==> src/scs_pkg.sv <==
// Package with register map, field layouts and states for the supply class sequencer
package scs_pkg;

    // Register byte offsets
    localparam logic [7:0] SCS_CTRL_OFF   = 8'h00;
    localparam logic [7:0] SCS_CAPS_OFF   = 8'h04;
    localparam logic [7:0] SCS_ATR_OFF    = 8'h08;
    localparam logic [7:0] SCS_STAT_OFF   = 8'h0c;
    localparam logic [7:0] SCS_IRQ_OFF    = 8'h10;
    localparam logic [7:0] SCS_MASK_OFF   = 8'h14;
    localparam logic [7:0] SCS_APP_OFF    = 8'h18;
    localparam logic [7:0] SCS_BUDGET_OFF = 8'h1c;
    localparam logic [7:0] SCS_ATRLOG_OFF = 8'h20;

    // Class flag layout: bit 0 A (lowest class letter) up to bit 4 E
    localparam int         SCS_NCLASS     = 5;
    localparam logic [4:0] SCS_CAPS_RST   = 5'h07;

    // Control register bits
    localparam int CTRL_START = 0;
    localparam int CTRL_CORR_RETRY = 1;
    localparam int CTRL_DEACT_REJ = 2;

    // Event bits (irq status / mask)
    localparam int EV_ACT     = 0;
    localparam int EV_READY   = 1;
    localparam int EV_REJECT  = 2;
    localparam int EV_DESEL   = 3;
    localparam int EV_BADSET  = 4;
    localparam int SCS_NEV    = 5;

    // Number of corrupted answers in one class that triggers moving or rejecting
    localparam logic [1:0] SCS_CORR_MAX = 2'h3;

    // Budget defaults, milliamps
    localparam logic [7:0] SCS_MIN_BUDGET = 8'h0a;
    localparam logic [7:0] SCS_USB_BUDGET = 8'h3c;

    // Answer outcome codes
    localparam logic [1:0] ATR_NONE    = 2'h0;
    localparam logic [1:0] ATR_VALID   = 2'h1;
    localparam logic [1:0] ATR_CORRUPT = 2'h2;

    // Log memory address width (16 entries)
    localparam int SCS_LOG_AW = 4;

    typedef enum logic [5:0] {
        ST_IDLE   = 6'b000001,
        ST_ACTIVE = 6'b000010,
        ST_WAIT   = 6'b000100,
        ST_DEACT  = 6'b001000,
        ST_READY  = 6'b010000,
        ST_REJECT = 6'b100000
    } scs_state_t;

endpackage

==> src/scs_log_mem.sv <==
// Small log memory of answer outcomes, registered read data
module scs_log_mem
    import scs_pkg::*;
(
    input  wire logic                  aclk,
    input  wire logic                  we,
    input  wire logic [SCS_LOG_AW-1:0] waddr,
    input  wire logic [15:0]           wdata,
    input  wire logic [SCS_LOG_AW-1:0] raddr,
    output logic      [15:0]           rdata
);
    logic [15:0] mem [0:(1<<SCS_LOG_AW)-1];

    always_ff @(posedge aclk)
    begin
        if (we)
        begin
            mem[waddr] <= wdata;
        end
    end

    always_ff @(posedge aclk)
    begin
        rdata <= mem[raddr];
    end
endmodule

==> src/scs_seq.sv <==
// Supply voltage class selection sequencer with AXI4-Lite registers
// Overview of operation
// - Class flags: A bit 0, B bit 1, C bit 2, D bit 3, E bit 4.
// - Several flags must be consecutive; a gap is illegal.
// - Application selected after access check, or after an application command.
// - Select plus status query alone is not an application command.
module scs_seq
    import scs_pkg::*;
(
    input  wire logic        aclk,
    input  wire logic        aresetn,
    input  wire logic [7:0]  s_axi_awaddr,
    input  wire logic        s_axi_awvalid,
    output logic             s_axi_awready,
    input  wire logic [31:0] s_axi_wdata,
    input  wire logic [3:0]  s_axi_wstrb,
    input  wire logic        s_axi_wvalid,
    output logic             s_axi_wready,
    output logic [1:0]       s_axi_bresp,
    output logic             s_axi_bvalid,
    input  wire logic        s_axi_bready,
    input  wire logic [7:0]  s_axi_araddr,
    input  wire logic        s_axi_arvalid,
    output logic             s_axi_arready,
    output logic [31:0]      s_axi_rdata,
    output logic [1:0]       s_axi_rresp,
    output logic             s_axi_rvalid,
    input  wire logic        s_axi_rready,
    output logic [4:0]       vcc_class,
    output logic             vcc_on,
    output logic             apdu_allowed,
    output logic             irq
);
    import scs_pkg::*;

    // ==========================================================
    // Register bus
    // ==========================================================
    logic        aw_hold_r;
    logic [7:0]  aw_addr_r;
    logic        w_hold_r;
    logic [31:0] w_data_r;
    logic [3:0]  w_strb_r;
    logic        wr_go;
    logic        rd_go;
    logic [31:0] rd_val;
    logic        rd_ok;
    logic        wr_ok;

    logic [2:0]  ctrl_r;
    logic [4:0]  caps_r;
    logic [7:0]  atr_r;
    logic [SCS_NEV-1:0] ists_r;
    logic [SCS_NEV-1:0] imask_r;
    logic [SCS_NEV-1:0] ev;
    logic [7:0]  app_need_r;
    logic [7:0]  cap_lim_r;
    logic [3:0]  app_flags_r;
    logic        usb_on_r;
    logic        start_p;
    logic        atr_p;
    logic [1:0]  atr_kind;
    logic [4:0]  atr_cls;
    logic [SCS_LOG_AW-1:0] log_raddr_r;
    logic [15:0] log_rdata;

    assign s_axi_awready = !aw_hold_r && !s_axi_bvalid;
    assign s_axi_wready  = !w_hold_r && !s_axi_bvalid;
    assign wr_go         = aw_hold_r && w_hold_r && !s_axi_bvalid;
    assign s_axi_arready = !s_axi_rvalid;
    assign rd_go         = s_axi_arvalid && s_axi_arready;

    always_ff @(posedge aclk)
    begin
        if (!aresetn)
        begin
            aw_hold_r <= 1'b0;
            aw_addr_r <= 8'h00;
            w_hold_r  <= 1'b0;
            w_data_r  <= 32'h0000_0000;
            w_strb_r  <= 4'h0;
        end
        else
        begin
            if (s_axi_awvalid && s_axi_awready)
            begin
                aw_hold_r <= 1'b1;
                aw_addr_r <= s_axi_awaddr;
            end
            else if (wr_go)
            begin
                aw_hold_r <= 1'b0;
            end
            if (s_axi_wvalid && s_axi_wready)
            begin
                w_hold_r <= 1'b1;
                w_data_r <= s_axi_wdata;
                w_strb_r <= s_axi_wstrb;
            end
            else if (wr_go)
            begin
                w_hold_r <= 1'b0;
            end
        end
    end

    always_comb
    begin
        wr_ok = 1'b1;
        if (aw_addr_r[1:0] != 2'h0) wr_ok = 1'b0;
        else if (aw_addr_r > SCS_BUDGET_OFF && aw_addr_r != SCS_ATRLOG_OFF) wr_ok = 1'b0;
    end

    always_ff @(posedge aclk)
    begin
        if (!aresetn)
        begin
            s_axi_bvalid <= 1'b0;
            s_axi_bresp  <= 2'h0;
        end
        else if (wr_go)
        begin
            s_axi_bvalid <= 1'b1;
            s_axi_bresp  <= wr_ok ? 2'h0 : 2'h3;
        end
        else if (s_axi_bready)
        begin
            s_axi_bvalid <= 1'b0;
        end
    end

    // Writable fields; every write is gated by the low byte lane strobe alone, though fields reach up to bit 11
    logic wr_lo;
    assign wr_lo   = wr_go && w_strb_r[0];
    assign start_p = wr_lo && aw_addr_r == SCS_CTRL_OFF && w_data_r[CTRL_START];
    assign atr_p   = wr_lo && aw_addr_r == SCS_ATR_OFF;
    assign atr_kind = w_data_r[9:8];
    assign atr_cls  = w_data_r[4:0];

    always_ff @(posedge aclk)
    begin
        if (!aresetn)
        begin
            ctrl_r      <= 3'h0;
            caps_r      <= SCS_CAPS_RST;
            imask_r     <= '0;
            cap_lim_r   <= SCS_MIN_BUDGET;
            app_need_r  <= 8'h00;
            app_flags_r <= 4'h0;
            usb_on_r    <= 1'b0;
            log_raddr_r <= '0;
        end
        else if (wr_lo)
        begin
            if (aw_addr_r == SCS_CTRL_OFF)
                ctrl_r <= {w_data_r[CTRL_DEACT_REJ], w_data_r[CTRL_CORR_RETRY], 1'b0};
            else if (aw_addr_r == SCS_CAPS_OFF)
                caps_r <= w_data_r[4:0];
            else if (aw_addr_r == SCS_MASK_OFF)
                imask_r <= w_data_r[SCS_NEV-1:0];
            else if (aw_addr_r == SCS_APP_OFF)
            begin
                // [7:0] need, [11:8] flags: present, access ok, app cmd, status only
                app_need_r  <= w_data_r[7:0];
                app_flags_r <= w_data_r[11:8];
            end
            else if (aw_addr_r == SCS_BUDGET_OFF)
            begin
                cap_lim_r <= w_data_r[7:0];
                usb_on_r  <= w_data_r[8];
            end
            else if (aw_addr_r == SCS_ATRLOG_OFF)
                log_raddr_r <= w_data_r[SCS_LOG_AW-1:0];
        end
    end

    // ==========================================================
    // Class sequencer
    // ==========================================================
    scs_state_t  state_r;
    logic [4:0]  cls_r;
    logic [1:0]  corr_cnt_r;
    logic [4:0]  card_cls_r;
    logic        first_r;
    logic [4:0]  lowest;
    logic [4:0]  next_up;
    logic [4:0]  common;
    logic [4:0]  common_low;
    logic        consec;

    // Lowest voltage is the highest class letter; one-hot pick of caps
    always_comb
    begin
        lowest = 5'h00;
        for (int i = 0; i < SCS_NCLASS; i++)
            if (caps_r[i]) lowest = 5'(1 << i);
    end

    // Next higher voltage is the neighbouring lower bit only
    assign next_up    = (cls_r >> 1) & caps_r;
    assign common     = atr_cls & caps_r;
    // Lowest voltage among the common set
    always_comb
    begin
        common_low = 5'h00;
        for (int i = 0; i < SCS_NCLASS; i++)
            if (common[i]) common_low = 5'(1 << i);
    end

    // Set bits must be one consecutive run
    logic [4:0] run_t;
    assign run_t  = atr_cls + (atr_cls & (~atr_cls + 5'h01));
    assign consec = (atr_cls != 5'h00) && ((run_t & atr_cls) == 5'h00);

    always_ff @(posedge aclk)
    begin
        if (!aresetn)
        begin
            state_r    <= ST_IDLE;
            cls_r      <= 5'h00;
            corr_cnt_r <= 2'h0;
            card_cls_r <= 5'h00;
            first_r    <= 1'b0;
        end
        else
        begin
            case (state_r)
                ST_IDLE:
                begin
                    if (start_p && lowest != 5'h00)
                    begin
                        cls_r      <= lowest;
                        first_r    <= 1'b1;
                        corr_cnt_r <= 2'h0;
                        state_r    <= ST_WAIT;
                    end
                end
                ST_WAIT:
                begin
                    if (start_p)
                    begin
                        state_r <= ST_IDLE;
                    end
                    else if (atr_p && atr_kind == ATR_NONE)
                    begin
                        corr_cnt_r <= 2'h0;
                        if (next_up != 5'h00)
                        begin
                            cls_r   <= next_up;
                            state_r <= ST_DEACT;
                        end
                        else
                            state_r <= ST_REJECT;
                    end
                    else if (atr_p && atr_kind == ATR_CORRUPT)
                    begin
                        if (corr_cnt_r + 2'h1 < SCS_CORR_MAX)
                        begin
                            corr_cnt_r <= corr_cnt_r + 2'h1;
                            state_r    <= ST_DEACT;
                        end
                        else if (ctrl_r[CTRL_CORR_RETRY] && next_up != 5'h00)
                        begin
                            corr_cnt_r <= 2'h0;
                            cls_r      <= next_up;
                            state_r    <= ST_DEACT;
                        end
                        else
                            state_r <= ST_REJECT;
                    end
                    else if (atr_p)
                    begin
                        corr_cnt_r <= 2'h0;
                        card_cls_r <= atr_cls;
                        first_r    <= 1'b0;
                        if (!consec)
                            state_r <= ST_REJECT;
                        else if ((atr_cls & cls_r) != 5'h00)
                            state_r <= ST_READY;
                        else if (common != 5'h00 && first_r)
                        begin
                            cls_r   <= common_low;
                            state_r <= ST_DEACT;
                        end
                        else
                            state_r <= ST_REJECT;
                    end
                end
                ST_DEACT:
                begin
                    state_r <= ST_ACTIVE;
                end
                ST_ACTIVE:
                begin
                    state_r <= ST_WAIT;
                end
                ST_READY, ST_REJECT:
                begin
                    if (start_p)
                        state_r <= ST_IDLE;
                end
                default:
                begin
                    state_r <= ST_IDLE;
                end
            endcase
        end
    end

    assign vcc_class    = cls_r;
    assign vcc_on       = (state_r == ST_WAIT) || (state_r == ST_ACTIVE) || (state_r == ST_READY)
                        || (state_r == ST_REJECT && !ctrl_r[CTRL_DEACT_REJ]);
    assign apdu_allowed = (state_r == ST_READY);

    // ==========================================================
    // Application budget
    // ==========================================================
    logic       app_sel;
    logic       over;
    logic [7:0] budget_r;

    // Status query alone never counts as an application command
    assign app_sel = app_flags_r[0] && (app_flags_r[1] || (app_flags_r[2] && !app_flags_r[3]));
    assign over    = app_flags_r[0] && app_need_r > cap_lim_r;

    always_ff @(posedge aclk)
    begin
        if (!aresetn)
            budget_r <= SCS_MIN_BUDGET;
        else if (usb_on_r)
            budget_r <= SCS_USB_BUDGET;
        else if (app_sel && !over && app_need_r != 8'h00)
            budget_r <= app_need_r;
        else
            budget_r <= (cap_lim_r > SCS_MIN_BUDGET) ? cap_lim_r : SCS_MIN_BUDGET;
    end

    // ==========================================================
    // Interrupts and log
    // ==========================================================
    logic [SCS_LOG_AW-1:0] log_wa_r;
    assign ev[EV_ACT]    = state_r == ST_ACTIVE;
    assign ev[EV_READY]  = state_r == ST_WAIT && atr_p && atr_kind == ATR_VALID && consec
                         && (atr_cls & cls_r) != 5'h00;
    logic rej_d_r;
    assign ev[EV_REJECT] = (state_r == ST_REJECT) && !rej_d_r;
    assign ev[EV_DESEL]  = over;
    assign ev[EV_BADSET] = state_r == ST_WAIT && atr_p && atr_kind == ATR_VALID && !consec;

    always_ff @(posedge aclk)
    begin
        if (!aresetn)
        begin
            ists_r  <= '0;
            rej_d_r <= 1'b0;
        end
        else
        begin
            rej_d_r <= state_r == ST_REJECT;
            ists_r  <= (ists_r & ~((wr_lo && aw_addr_r == SCS_IRQ_OFF)
                       ? w_data_r[SCS_NEV-1:0] : '0)) | ev;
        end
    end
    assign irq = |(ists_r & imask_r);

    always_ff @(posedge aclk)
    begin
        if (!aresetn)
            log_wa_r <= '0;
        else if (atr_p && state_r == ST_WAIT)
            log_wa_r <= log_wa_r + 1'b1;
    end

    scs_log_mem u_log (
        .aclk  (aclk),
        .we    (atr_p && state_r == ST_WAIT),
        .waddr (log_wa_r),
        .wdata ({3'h0, atr_cls, 6'h00, atr_kind}),
        .raddr (log_raddr_r),
        .rdata (log_rdata)
    );

    always_comb
    begin
        rd_ok  = 1'b1;
        rd_val = 32'h0000_0000;
        if (s_axi_araddr == SCS_CTRL_OFF) rd_val = {29'h0, ctrl_r};
        else if (s_axi_araddr == SCS_CAPS_OFF) rd_val = {27'h0, caps_r};
        else if (s_axi_araddr == SCS_ATR_OFF) rd_val = {27'h0, card_cls_r};
        else if (s_axi_araddr == SCS_STAT_OFF)
            rd_val = {16'h0, corr_cnt_r, 6'(state_r), 3'h0, cls_r};
        else if (s_axi_araddr == SCS_IRQ_OFF) rd_val = {27'h0, ists_r};
        else if (s_axi_araddr == SCS_MASK_OFF) rd_val = {27'h0, imask_r};
        else if (s_axi_araddr == SCS_APP_OFF) rd_val = {20'h0, app_flags_r, app_need_r};
        else if (s_axi_araddr == SCS_BUDGET_OFF) rd_val = {16'h0, budget_r, 7'h0, usb_on_r};
        else if (s_axi_araddr == SCS_ATRLOG_OFF) rd_val = {16'h0, log_rdata};
        else rd_ok = 1'b0;
    end

    always_ff @(posedge aclk)
    begin
        if (!aresetn)
        begin
            s_axi_rvalid <= 1'b0;
            s_axi_rdata  <= 32'h0000_0000;
            s_axi_rresp  <= 2'h0;
        end
        else if (rd_go)
        begin
            s_axi_rvalid <= 1'b1;
            s_axi_rdata  <= rd_val;
            s_axi_rresp  <= rd_ok ? 2'h0 : 2'h3;
        end
        else if (s_axi_rready)
        begin
            s_axi_rvalid <= 1'b0;
        end
    end
endmodule

==> config.mk <==
export PLATFORM = sky130hd
export DESIGN_NAME = scs_seq
export DESIGN_NICKNAME = d
export VERILOG_FILES = /design/src/scs_pkg.sv /design/src/scs_log_mem.sv /design/src/scs_seq.sv
export SDC_FILE = /design/constraint.sdc
export NUM_CORES = 1
export LEC_CHECK = 0
export BUFFER_PORTS_ARGS = -buffer_cell sky130_fd_sc_hd__buf_2
export CORE_ASPECT_RATIO = 0.9
export CORE_MARGIN = 2
export CORE_UTILIZATION = 45
export CTS_BUF_LIST = sky130_fd_sc_hd__clkbuf_4 sky130_fd_sc_hd__clkbuf_8
export DETAILED_ROUTE_END_ITERATION = 12
export SYNTH_ARGS = -nofsm -noshare
export SYNTH_HDL_FRONTEND = slang
export SYNTH_SLANG_ARGS = --single-unit
==> constraint.sdc <==
create_clock -name aclk -period 7.6 [get_ports aclk]
set_clock_uncertainty 0.05 [all_clocks]
set_input_delay 0 -clock aclk [delete_from_list [all_inputs] [get_ports aclk]]
set_output_delay 0 -clock aclk [all_outputs]
set_load 0.03 [all_outputs]
==> reports/metrics.yaml, run 1 <==
drc: 0
pwr-share-comb_pct: 6.8
viasPerCell: 5.57
gr-total-overflow: 0
critical_path_class: "reg2reg"
crit_path_max_incr_delay_ns: 0.65
rr_worst_depth: 5
firstDrtPassIters: 5
clkSlewWorstSetupHoldPaths_ns: 0.06
holdCritPathClass: "in2reg"
worstHoldPathCells: 4
hold_ws_ns: 0.0382
numCtsBuffers: 40
timing.rr.start: "w_hold_r$_SDFFE_PN0P_"
yosys_warnings: 0
leakage_nw: 4.50
ff2ff_setup_slack_ns: 4.71
synth_seq_cells: 236
report.final.setup_viol: 0
drive_gt1_share_pct: 19.4
synth.top_cell.area_share_pct: 32.0
clockBufferDepth: 3
syn_inst: 944
cp-start-kind: "register"
async_flop_share_pct: 0
areaGrowthSynthToFinish_pct: 17.6
insertion_delay_ns: 0.53
rsz0062_at_grt: "no"
ys_types: 71
fin_crit_sh_pct: 38.0
cts.repair.resized: 0
power_density_mw_per_mm2: 221
fin_setup_tns_ns: 0
grt_pass1_wl_um: 40500
crit_slowest_cell: "nor2_1"
port_buffers: 68
syn_avg_cell_area_sq_um: 11.2
status: "finished clean"
final.min_clock_period_ns: 2.89
cts_sinks: 236
htree_levels: 2
ys.flop_type: "dfxtp_1"
wl_per_cell_um: 18.9
max-vdd-ir-drop_v: 0.000110
synth_area_sq_mm: 0.0105
dpl.hpwl_um: 17200
grt_max_degree: 94
p_sw_uw: 633
hp-start: "s_axi_wvalid"
finalHoldViolations: 0
finalMaxSlewViolations: 0
vias: 7736
worst_setup_path_end_kind: "register"
grtUsageMet2_pct: 31.7
crit_arrival_ns: 2.98
use_met1_pct: 33.0
yosys.area.top_type: "edfxtp_1"
design.die.area_sq_mm: 0.0246
crit_top_cell: "nand2_1"
power.internal_mw: 2.10
wirelength_um: 26300
grtUsageMet3_pct: 3.48
root_buffer: "clkbuf_8"
antenna_found_initial: 0
synth_area_leaders: "edfxtp_1 (32%), dfxtp_1 (24%), mux4_2 (7.5%)"
fmax_mhz: 347
ys_seq_area_share_pct: 55.5
grt_use_total_pct: 21.7
path_cells: "nor4bb_1, nand2_1, nor3_4, nand2_1, nor2_1"
die_y_um: 149
power.share.sequential_pct: 50.2
place_area_sq_mm: 0.0110
grt_pass1_vias: 7215
relSlewSlack_pct: 30.5
r2r-end: "u_log.mem[7][3]$_DFFE_PP_"
stdcell_area_sq_mm: 0.0124
worstPathMaxFanout: 9
holdPathEnd: "w_data_r[3]$_SDFFE_PN0P_"
dieWidth_um: 165
worst_pin_slew_ns: 1.04
core.rowCount: 53
core_area_sq_mm: 0.0231
drv_cap: 0
start_util_pct: 45.5
switching_share_pct: 23.1
io_pins: 108
drt_iter0_markers: 560
synth-edff-count: 112
final_antenna_net_count: 0
antennaDiodeCount: 0
cts_tree: "built"
cp.required_ns: 7.70
nNetsFinal: 1127
busiest_layer: "met1"
gp_congestion: 0.872
clock_power_share_pct: 42.9
registers in the layout, indices dropped and copies added, names as in the netlist, 4 cells and up:
signal / count
card_cls_r: 5
cap_lim_r: 8
imask_r: 5
aw_addr_r: 8
log_raddr_r: 4
budget_r: 8
app_flags_r: 4
u_log.mem: 112
u_log.rdata: 7
w_data_r: 12
app_need_r: 8
caps_r: 5
state_r: 6
vcc_class: 5
ists_r: 5
s_axi_rdata: 16
log_wa_r: 4
layout by cell type, fill, tap and decap left out, types with 5 or more instances in the layout:
cell,count
mux2i_1,39
nor2b_1,7
nor4_1,5
o221ai_1,5
a22oi_1,13
nor3_1,22
dlygate4sd3_1,50
nand2b_1,14
nand4_1,8
buf_2,68
buf_4,13
a21o_1,8
ha_1,12
a21oi_1,71
nand3_1,23
edfxtp_1,112
inv_1,24
nand2_1,114
conb_1,16
a32oi_1,5
mux2_2,7
clkbuf_8,48
clkbuf_4,17
dfxtp_1,123
mux4_2,35
a211oi_1,6
o21ai_0,21
nor2_1,98
timing repair:
item                                    4_1_cts  5_1_grt
hold buffers                                 50        0
endpoints found under the setup margin        0        0
buffers inserted                              0        0
endpoints found under the hold margin        49        0
per-layer routing:
metal / wire length (um) / up-vias
met5: 0 / -
met4: 699 / 0
met3: 2010 / 53
met2: 11300 / 315
met1: 12300 / 3694
li1: - / 3674
worst max path at each step:
stage | startpoint | end | slack (ns) | cells past startpoint
floorplan | s_axi_bvalid$_SDFFE_PN0P_ | u_log.mem[3][0]$_DFFE_PP_ | 5.11 | 5
global placement | w_hold_r$_SDFFE_PN0P_ | u_log.mem[7][2]$_DFFE_PP_ | 4.79 | 5
detailed placement | w_hold_r$_SDFFE_PN0P_ | u_log.mem[7][5]$_DFFE_PP_ | 4.71 | 5
CTS | w_hold_r$_SDFFE_PN0P_ | u_log.mem[7][3]$_DFFE_PP_ | 4.70 | 5
global route | w_hold_r$_SDFFE_PN0P_ | u_log.mem[7][3]$_DFFE_PP_ | 4.50 | 5
finish | w_hold_r$_SDFFE_PN0P_ | u_log.mem[7][3]$_DFFE_PP_ | 4.71 | 5
power groups by stage:
stage	logic (mW)	registers, mW	clock network (mW)
6_report	0.187	1.37	1.18
3_3_place_gp	0.164	1.40	0
2_1_floorplan	0.118	1.40	0
3_5_place_dp	0.164	1.40	0
5_1_grt	0.206	1.38	1.26
4_1_cts	0.186	1.37	1.20
final cells by class:
cell class	instances	area, sq um
fill	2023	10800
clock inverter	7	61.3
sequential	236	5850
tap	302	378
inverter	25	93.8
clock buffer	65	788
timing repair buffer	131	938
multi-input combinational	622	4280
per-stage QoR:
| step | total power, mW | setup slack, ns | utilization [%] | instances |
|---|---|---|---|---|
| after global routing | 2.84 | 4.50 | 53.5 | 1388 |
| after global placement | 1.56 | 4.79 | 47.7 | 1266 |
| final | 2.74 | 4.71 | 53.5 | 1388 |
| after CTS | 2.76 | 4.70 | 53.5 | 1388 |
| after floorplan | 1.52 | 5.11 | - | 959 |
| after detailed placement | 1.57 | 4.71 | 47.7 | 1266 |
logic make-up after synthesis:
family	count (synthesis)	synth area share, %
compound gates	172	10.6
xor+xnor	7	0.582
fa+ha+maj	12	1.43
buf+inv	101	4.39
flops	236	55.5
mux	81	11.9
other cells	1	0.0356
simple gates	334	15.5
synth_stat cells (5+ instances only):
master	number
dfxtp_1	124
nand2_1	114
edfxtp_1	112
nor2_1	98
a21oi_1	71
clkbuf_1	47
mux2i_1	39
mux4_2	35
inv_1	25
nand3_1	23
nor3_1	22
o21ai_0	21
buf_4	20
nand2b_1	14
a22oi_1	13
ha_1	12
a21o_1	8
nand4_1	8
mux2_2	7
nor2b_1	7
a211oi_1	6
buf_2	6
a32oi_1	5
nor4_1	5
o221ai_1	5
worst max-delay path, delay by kind of cell, from the launching register on:
family	cells	cell delay, ns
flip-flops	1	0.40
AND/OR/NAND/NOR	5	2.03
Power figures use the tool's default switching activity.
==> inputs of run 2 (changes only) <==
--- a/config.mk
+++ b/config.mk
@@ -5,12 +5,14 @@
 export SDC_FILE = /design/constraint.sdc
 export NUM_CORES = 1
 export LEC_CHECK = 0
+export ABC_AREA = 1
 export BUFFER_PORTS_ARGS = -buffer_cell sky130_fd_sc_hd__buf_2
 export CORE_ASPECT_RATIO = 0.9
 export CORE_MARGIN = 2
 export CORE_UTILIZATION = 45
 export CTS_BUF_LIST = sky130_fd_sc_hd__clkbuf_4 sky130_fd_sc_hd__clkbuf_8
 export DETAILED_ROUTE_END_ITERATION = 12
+export PLACE_DENSITY = 0.66
 export SYNTH_ARGS = -nofsm -noshare
 export SYNTH_HDL_FRONTEND = slang
 export SYNTH_SLANG_ARGS = --single-unit
==> constraint.sdc (replaced) <==
create_clock -name aclk -period 2.6 [get_ports aclk]
set_clock_uncertainty 0.05 [all_clocks]
set_input_delay 0 -clock aclk [delete_from_list [all_inputs] [get_ports aclk]]
set_output_delay 0 -clock aclk [all_outputs]
set_load 0.03 [all_outputs]
==> reports/metrics.yaml, run 2 <==
worst_setup_path_end_kind: "register"
grt_max_degree: 86  # -8.5%
final.min_clock_period_ns: 2.26  # -0.627 ns
rr_worst_depth: 7  # +2
fmax_mhz: 443  # +28%
final_antenna_net_count: 0  # unchanged
ys_types: 42  # -41%
worst_pin_slew_ns: 0.748  # -0.294 ns
gr-total-overflow: 0  # unchanged
port_buffers: 68  # unchanged
dieWidth_um: 166  # +0.58%
preCtsSetupSlack_ns: 0.399  # -4.31 ns
leakage_nw: 4.88  # +8.5%
rsz0062_at_grt: "no"
fin_crit_sh_pct: 86.8  # +49 points
root_buffer: "clkbuf_8"
io_pins: 108  # unchanged
clockBufferDepth: 3  # unchanged
insertion_delay_ns: 0.54  # about the same
path_cells: "nor2_2, nand3_2, nor2_4, nand2_4, nor2_8, nand2_1, nor2_1"
r2r-end: "u_log.mem[7][5]$_DFFE_PP_"
final_common_cell: "nand2_1"
grt_pass1_vias: 8138  # +13%
setup_slack_ns: 0.342  # -4.37 ns
synth_area_sq_mm: 0.0107  # +1.2%
critical_path_class: "reg2reg"
cp.required_ns: 2.70  # -5.00 ns
ff2ff_setup_slack_ns: 0.34  # -4.37 ns
synth_seq_cells: 236  # unchanged
cts_setup_buffers: 0  # unchanged
fin_setup_tns_ns: 0  # unchanged
dpl.hpwl_um: 19400  # +13%
start_util_pct: 45.8  # +0.28 points
cp-start-kind: "register"
crit_slowest_cell: "nor2_1"
grt_pass1_wl_um: 43200  # +6.5%
holdCritPathClass: "in2reg"
clkSlewWorstSetupHoldPaths_ns: 0.06  # about the same
numCtsBuffers: 40  # unchanged
viasPerCell: 5.36  # -3.8%
finalHoldViolations: 0  # unchanged
core.rowCount: 53  # unchanged
synth_area_leaders: "edfxtp_1 (32%), dfxtp_1 (23%), nand2_1 (6.3%)"
largest_register: "u_log.mem"
drt_iter0_markers: 637  # +14%
die_y_um: 150  # +0.58%
worstHoldPathCells: 3  # -1
power_density_mw_per_mm2: 692  # +210%
drc: 0  # unchanged
seqCellArea_sq_mm: 0.00585  # unchanged
async_flop_share_pct: 0  # unchanged
vias: 8783  # +14%
drv_cap: 0  # unchanged
yosys_warnings: 0  # unchanged
ys_seq_area_share_pct: 54.9  # -0.65 points
finalMaxSlewViolations: 0  # unchanged
hp-start: "aresetn"
wirelength_um: 27700  # +5.6%
status: "finished clean"
relSlewSlack_pct: 50.0  # +19 points
worstPathMaxFanout: 9  # unchanged
antennaDiodeCount: 0  # unchanged
crit_arrival_ns: 2.35  # -0.63 ns
ctsHoldBuffers: 29  # -42%
timing.rr.start: "aw_addr_r[6]$_SDFFE_PN0P_"
wl_per_cell_um: 16.9  # -11%
synth_top_cells_by_count: "nand2_1 (179), dfxtp_1 (124), inv_1 (123)"
holdPathEnd: "s_axi_bvalid$_SDFFE_PN0P_"
syn_avg_cell_area_sq_um: 9.03  # -19%
design.die.area_sq_mm: 0.0249  # +1.2%
crit_path_max_incr_delay_ns: 0.51  # -0.14 ns
syn_inst: 1180  # +25%
reg.largest.list: "u_log.mem: 112 flops, s_axi_rdata: 16 flops, w_data_r: 12 flops"
grt_use_total_pct: 21.9  # +0.23 points
firstDrtPassIters: 5  # unchanged
largest_reg_flops: 112  # unchanged
yosysMostFrequentCell: "nand2_1"
yosys.area.top_type: "edfxtp_1"
htree_levels: 2  # unchanged
synth-edff-count: 112  # unchanged
core_area_sq_mm: 0.0233  # +0.57%
gp_congestion: 0.905  # +3.8%
report.final.setup_viol: 0  # unchanged
multi_input_area_sq_mm: 0.00403  # -5.7%
drive_gt1_share_pct: 15.7  # -3.7 points
ys.flop_type: "dfxtp_1"
cts.repair.resized: 0  # unchanged
final_cell_mix: "nand2_1 (179), inv_1 (123), dfxtp_1 (123)"
utilization_pct: 53.6  # +0.11 points
areaGrowthSynthToFinish_pct: 17.2
nNetsFinal: 1378  # +22%
cts_tree: "built"
critical_path.top_delay_family: "simple AND/OR/NAND/NOR gates"
max-vdd-ir-drop_v: 0.000428  # +290%
n_fill_cell: 2124  # +5.0%
crit_buf_inv: 0  # unchanged
synth.top_cell.area_share_pct: 31.6  # -0.38 points
antenna_found_initial: 0  # unchanged
cts_sinks: 236  # unchanged
==> run 2: how the worst max path moves through the flow <==
| stage | from | endpoint | slack (ns) | cells past startpoint |
|---|---|---|---|---|
| 2_1_floorplan | state_r[2]$_SDFFE_PN0P_ | state_r[4]$_SDFFE_PN0P_ | 0.53 | 9 |
| 3_5_place_dp | aw_addr_r[6]$_SDFFE_PN0P_ | u_log.mem[7][6]$_DFFE_PP_ | 0.40 | 7 |
| 5_1_grt | aw_addr_r[6]$_SDFFE_PN0P_ | u_log.mem[7][5]$_DFFE_PP_ | 0.23 | 7 |
| 4_1_cts | aw_addr_r[6]$_SDFFE_PN0P_ | u_log.mem[7][5]$_DFFE_PP_ | 0.38 | 7 |
| 3_3_place_gp | aw_addr_r[6]$_SDFFE_PN0P_ | u_log.mem[7][6]$_DFFE_PP_ | 0.46 | 7 |
| 6_report | aw_addr_r[6]$_SDFFE_PN0P_ | u_log.mem[7][5]$_DFFE_PP_ | 0.34 | 7 |
==> run 2: cells by family after synthesis <==
kind of cell    after synthesis  synth area share, %
fa+ha+maj                    12                 1.41
other cells                   1               0.0352
flops                       236                 54.9
buf+inv                     193                 7.80
mux                          28                 2.63
simple gates                414                 17.9
compound gates              296                 15.4
==> run 2: tightest hold or removal path, delay by kind of cell <==
kind | cells | cell delay, ns
buffers and inverters | 2 | 0.39
and+or+nand+nor | 1 | 0.18
==> run 2: area by class of cell <==
cell class	count	area share (%)
clock buffer	65	6.22
sequential	236	46.9
timing repair buffer	132	7.36
multi-input combinational	766	32.3
clock inverter	6	0.251
inverter	131	3.98
tap	302	3.03
==> run 2: where the power goes <==
group | total (mW) | internal, mW | switching [mW]
Sequential | 4.14 | 4.01 | 0.131
Clock | 3.31 | 1.88 | 1.43
Combinational | 1.19 | 0.367 | 0.828
==> run 2: stage by stage <==
step                hold WS [ns]  total power, mW  std cells  area (sq um)
floorplan                  0.117             5.02       1195         10700
global placement           0.197             5.32       1538         11400
detailed placement         0.206             5.35       1538         11400
CTS                      0.00467             8.68       1638         12500
global route              0.0468             9.00       1638         12500
finish                    0.0187             8.64       1638         12500
==> run 2: routing by layer <==
metal | part of all wire (%) | GRT usage, % | up-vias
met3 | 7.6 | 5.16 | 43
met2 | 42 | 32.5 | 295
met4 | 2.0 | 6.61 | 0
met1 | 48 | 31.9 | 4175
li1 | - | - | 4270
met5 | 0 | 0 | -
==> inputs of run 3 (changes only) <==
--- a/config.mk
+++ b/config.mk
@@ -10,7 +10,7 @@
 export CORE_ASPECT_RATIO = 0.9
 export CORE_MARGIN = 2
 export CORE_UTILIZATION = 45
-export CTS_BUF_LIST = sky130_fd_sc_hd__clkbuf_4 sky130_fd_sc_hd__clkbuf_8
+export CTS_BUF_LIST = sky130_fd_sc_hd__clkbuf_16
 export DETAILED_ROUTE_END_ITERATION = 12
 export PLACE_DENSITY = 0.66
 export SYNTH_ARGS = -nofsm -noshare
==> reports/metrics.yaml, run 3 (same netlist as run 2, synthesis figures left out) <==
cp-start-kind: "register"
cts_setup_buffers: 0  # unchanged
path_cells: "nor2_2, nand3_2, nor2_4, nand2_4, nor2_8, nand2_1, nor2_1"
n_fill_cell: 2111  # -0.61%
final_cells: 1615  # -1.4%
final_cell_mix: "nand2_1 (179), inv_1 (131), dfxtp_1 (123)"
holdCritPathClass: "in2reg"
r2r-end: "u_log.mem[7][1]$_DFFE_PP_"
rr_worst_depth: 7  # unchanged
drt_iter0_markers: 688  # +8.0%
firstDrtPassIters: 5  # unchanged
drive_gt1_share_pct: 13.8  # -1.9 points
clockBufferDepth: 3  # unchanged
die_y_um: 150  # unchanged
crit_arrival_ns: 2.34  # about the same
max-vdd-ir-drop_v: 0.000467  # +9.2%
gr-total-overflow: 0  # unchanged
multi_input_area_sq_mm: 0.00403  # unchanged
insertion_delay_ns: 0.53  # about the same
power.internal_mw: 6.20  # -0.91%
leakage_nw: 4.87  # -0.22%
start_util_pct: 45.8  # unchanged
wirelength_um: 27700  # about the same
drc: 0  # unchanged
ctsHoldBuffers: 29  # unchanged
dpl.hpwl_um: 19400  # unchanged
final_common_cell: "nand2_1"
viasPerCell: 5.42  # +1.1%
power.share.sequential_pct: 47.9  # about the same
core.rowCount: 53  # unchanged
wl_per_cell_um: 17.2  # +1.4%
vias: 8755  # -0.32%
clkSlewWorstSetupHoldPaths_ns: 0.06  # about the same
drv_cap: 0  # unchanged
crit_path_max_incr_delay_ns: 0.50  # about the same
root_buffer: "clkbuf_16"
fin_setup_tns_ns: 0  # unchanged
pwr-share-comb_pct: 13.8  # about the same
final_antenna_net_count: 0  # unchanged
design.die.area_sq_mm: 0.0249  # unchanged
io_pins: 108  # unchanged
report.final.setup_viol: 0  # unchanged
rsz0062_at_grt: "no"
gp_congestion: 0.905  # unchanged
holdPathEnd: "s_axi_bvalid$_SDFFE_PN0P_"
power_density_mw_per_mm2: 695  # +0.38%
ff2ff_setup_slack_ns: 0.38  # +0.04 ns
largest_register: "u_log.mem"
cts_sinks: 236  # unchanged
core_area_sq_mm: 0.0233  # unchanged
worstPathMaxFanout: 9  # unchanged
status: "finished clean"
switching_share_pct: 28.3  # +0.70 points
antennaDiodeCount: 0  # unchanged
crit_slowest_cell: "nor2_1"
port_buffers: 68  # unchanged
p_sw_mw: 2.45  # +2.6%
relSlewSlack_pct: 49.5  # -0.46 points
finalHoldViolations: 0  # unchanged
grt_max_degree: 86  # unchanged
reg.largest.list: "u_log.mem: 112 flops, s_axi_rdata: 16 flops, w_data_r: 12 flops"
nNetsFinal: 1364  # -1.0%
htree_levels: 1  # -1
grt_use_total_pct: 21.6  # -0.28 points
clock_power_share_pct: 38.3  # about the same
stdcell_area_sq_mm: 0.0124  # -0.32%
worstHoldPathCells: 3  # unchanged
preCtsSetupSlack_ns: 0.399  # unchanged
place_area_sq_mm: 0.0114  # unchanged
worst_pin_slew_ns: 0.755  # +0.00681 ns
fmax_mhz: 450  # +1.6%
grt_pass1_wl_um: 42800  # -0.77%
hp-start: "aresetn"
critical_path_class: "reg2reg"
place_inst: 1538  # unchanged
cts.repair.resized: 0  # unchanged
dieWidth_um: 166  # unchanged
worst_setup_path_end_kind: "register"
areaGrowthSynthToFinish_pct: 16.8
largest_reg_flops: 112  # unchanged
cts_tree: "built"
numCtsBuffers: 26  # -35%
setup_slack_ns: 0.377  # +0.0352 ns
grt_pass1_vias: 8030  # -1.3%
cp.required_ns: 2.72  # +0.02 ns
finalMaxSlewViolations: 0  # unchanged
fin_crit_sh_pct: 85.5  # -1.4 points
antenna_found_initial: 0  # unchanged
final.min_clock_period_ns: 2.22  # -0.0352 ns
seqCellArea_sq_mm: 0.00585  # unchanged
timing.rr.start: "aw_addr_r[6]$_SDFFE_PN0P_"
## run 3: changes by cell type in the layout (fill, tap and decap cells not counted), sizes merged
cell | before | now
clkinv | 6 | 11
clkinvlp | 2 | 1
inv | 129 | 141
clkbuf | 65 | 26
## run 3: critical path: cells and delay by family, from the launching register on
family           cells  cell delay (ns)
flip-flops           1             0.32
AND/OR/NAND/NOR      7             1.49
## run 3: final cells by class
type	count	share of cell area [%]
clock inverter	22	0.936
inverter	131	3.99
clock buffer	26	5.23
sequential	236	47.0
multi-input combinational	766	32.4
tap	302	3.04
timing repair buffer	132	7.38
## run 3: per-stage QoR
| step | power, mW | utilization, % | hold WS [ns] |
|---|---|---|---|
| final | 8.64 | 53.4 | 0.0242 |
| after global routing | 8.98 | 53.4 | 0.0592 |
| after CTS | 8.66 | 53.4 | 0.00934 |
| after detailed placement | 5.35 | 48.9 | 0.206 |
| after global placement | 5.32 | 48.9 | 0.197 |
| after floorplan | 5.02 | - | 0.117 |
## run 3: power groups by stage
stage / logic [mW] / registers [mW] / clock network, mW
2_1_floorplan: 0.765 / 4.25 / 0
3_3_place_gp: 1.11 / 4.21 / 0
3_5_place_dp: 1.14 / 4.21 / 0
4_1_cts: 1.18 / 4.13 / 3.35
5_1_grt: 1.32 / 4.15 / 3.52
6_report: 1.19 / 4.14 / 3.31
## run 3: routing by layer
metal | wire, um | share of wire, % | global-route usage [%]
met2 | 11700 | 42 | 32.1
met3 | 2070 | 7.5 | 4.76
met4 | 576 | 2.1 | 5.74
met1 | 13400 | 48 | 32.0
met5 | 0 | 0 | 0
## run 3: worst max path at each step
stage,startpoint,endpoint,slack [ns],cells past startpoint
3_3_place_gp,aw_addr_r[6]$_SDFFE_PN0P_,u_log.mem[7][6]$_DFFE_PP_,0.46,7
6_report,aw_addr_r[6]$_SDFFE_PN0P_,u_log.mem[7][1]$_DFFE_PP_,0.38,7
4_1_cts,aw_addr_r[6]$_SDFFE_PN0P_,u_log.mem[7][1]$_DFFE_PP_,0.39,7
5_1_grt,aw_addr_r[6]$_SDFFE_PN0P_,u_log.mem[7][1]$_DFFE_PP_,0.24,7
3_5_place_dp,aw_addr_r[6]$_SDFFE_PN0P_,u_log.mem[7][6]$_DFFE_PP_,0.40,7
2_1_floorplan,state_r[2]$_SDFFE_PN0P_,state_r[4]$_SDFFE_PN0P_,0.53,9
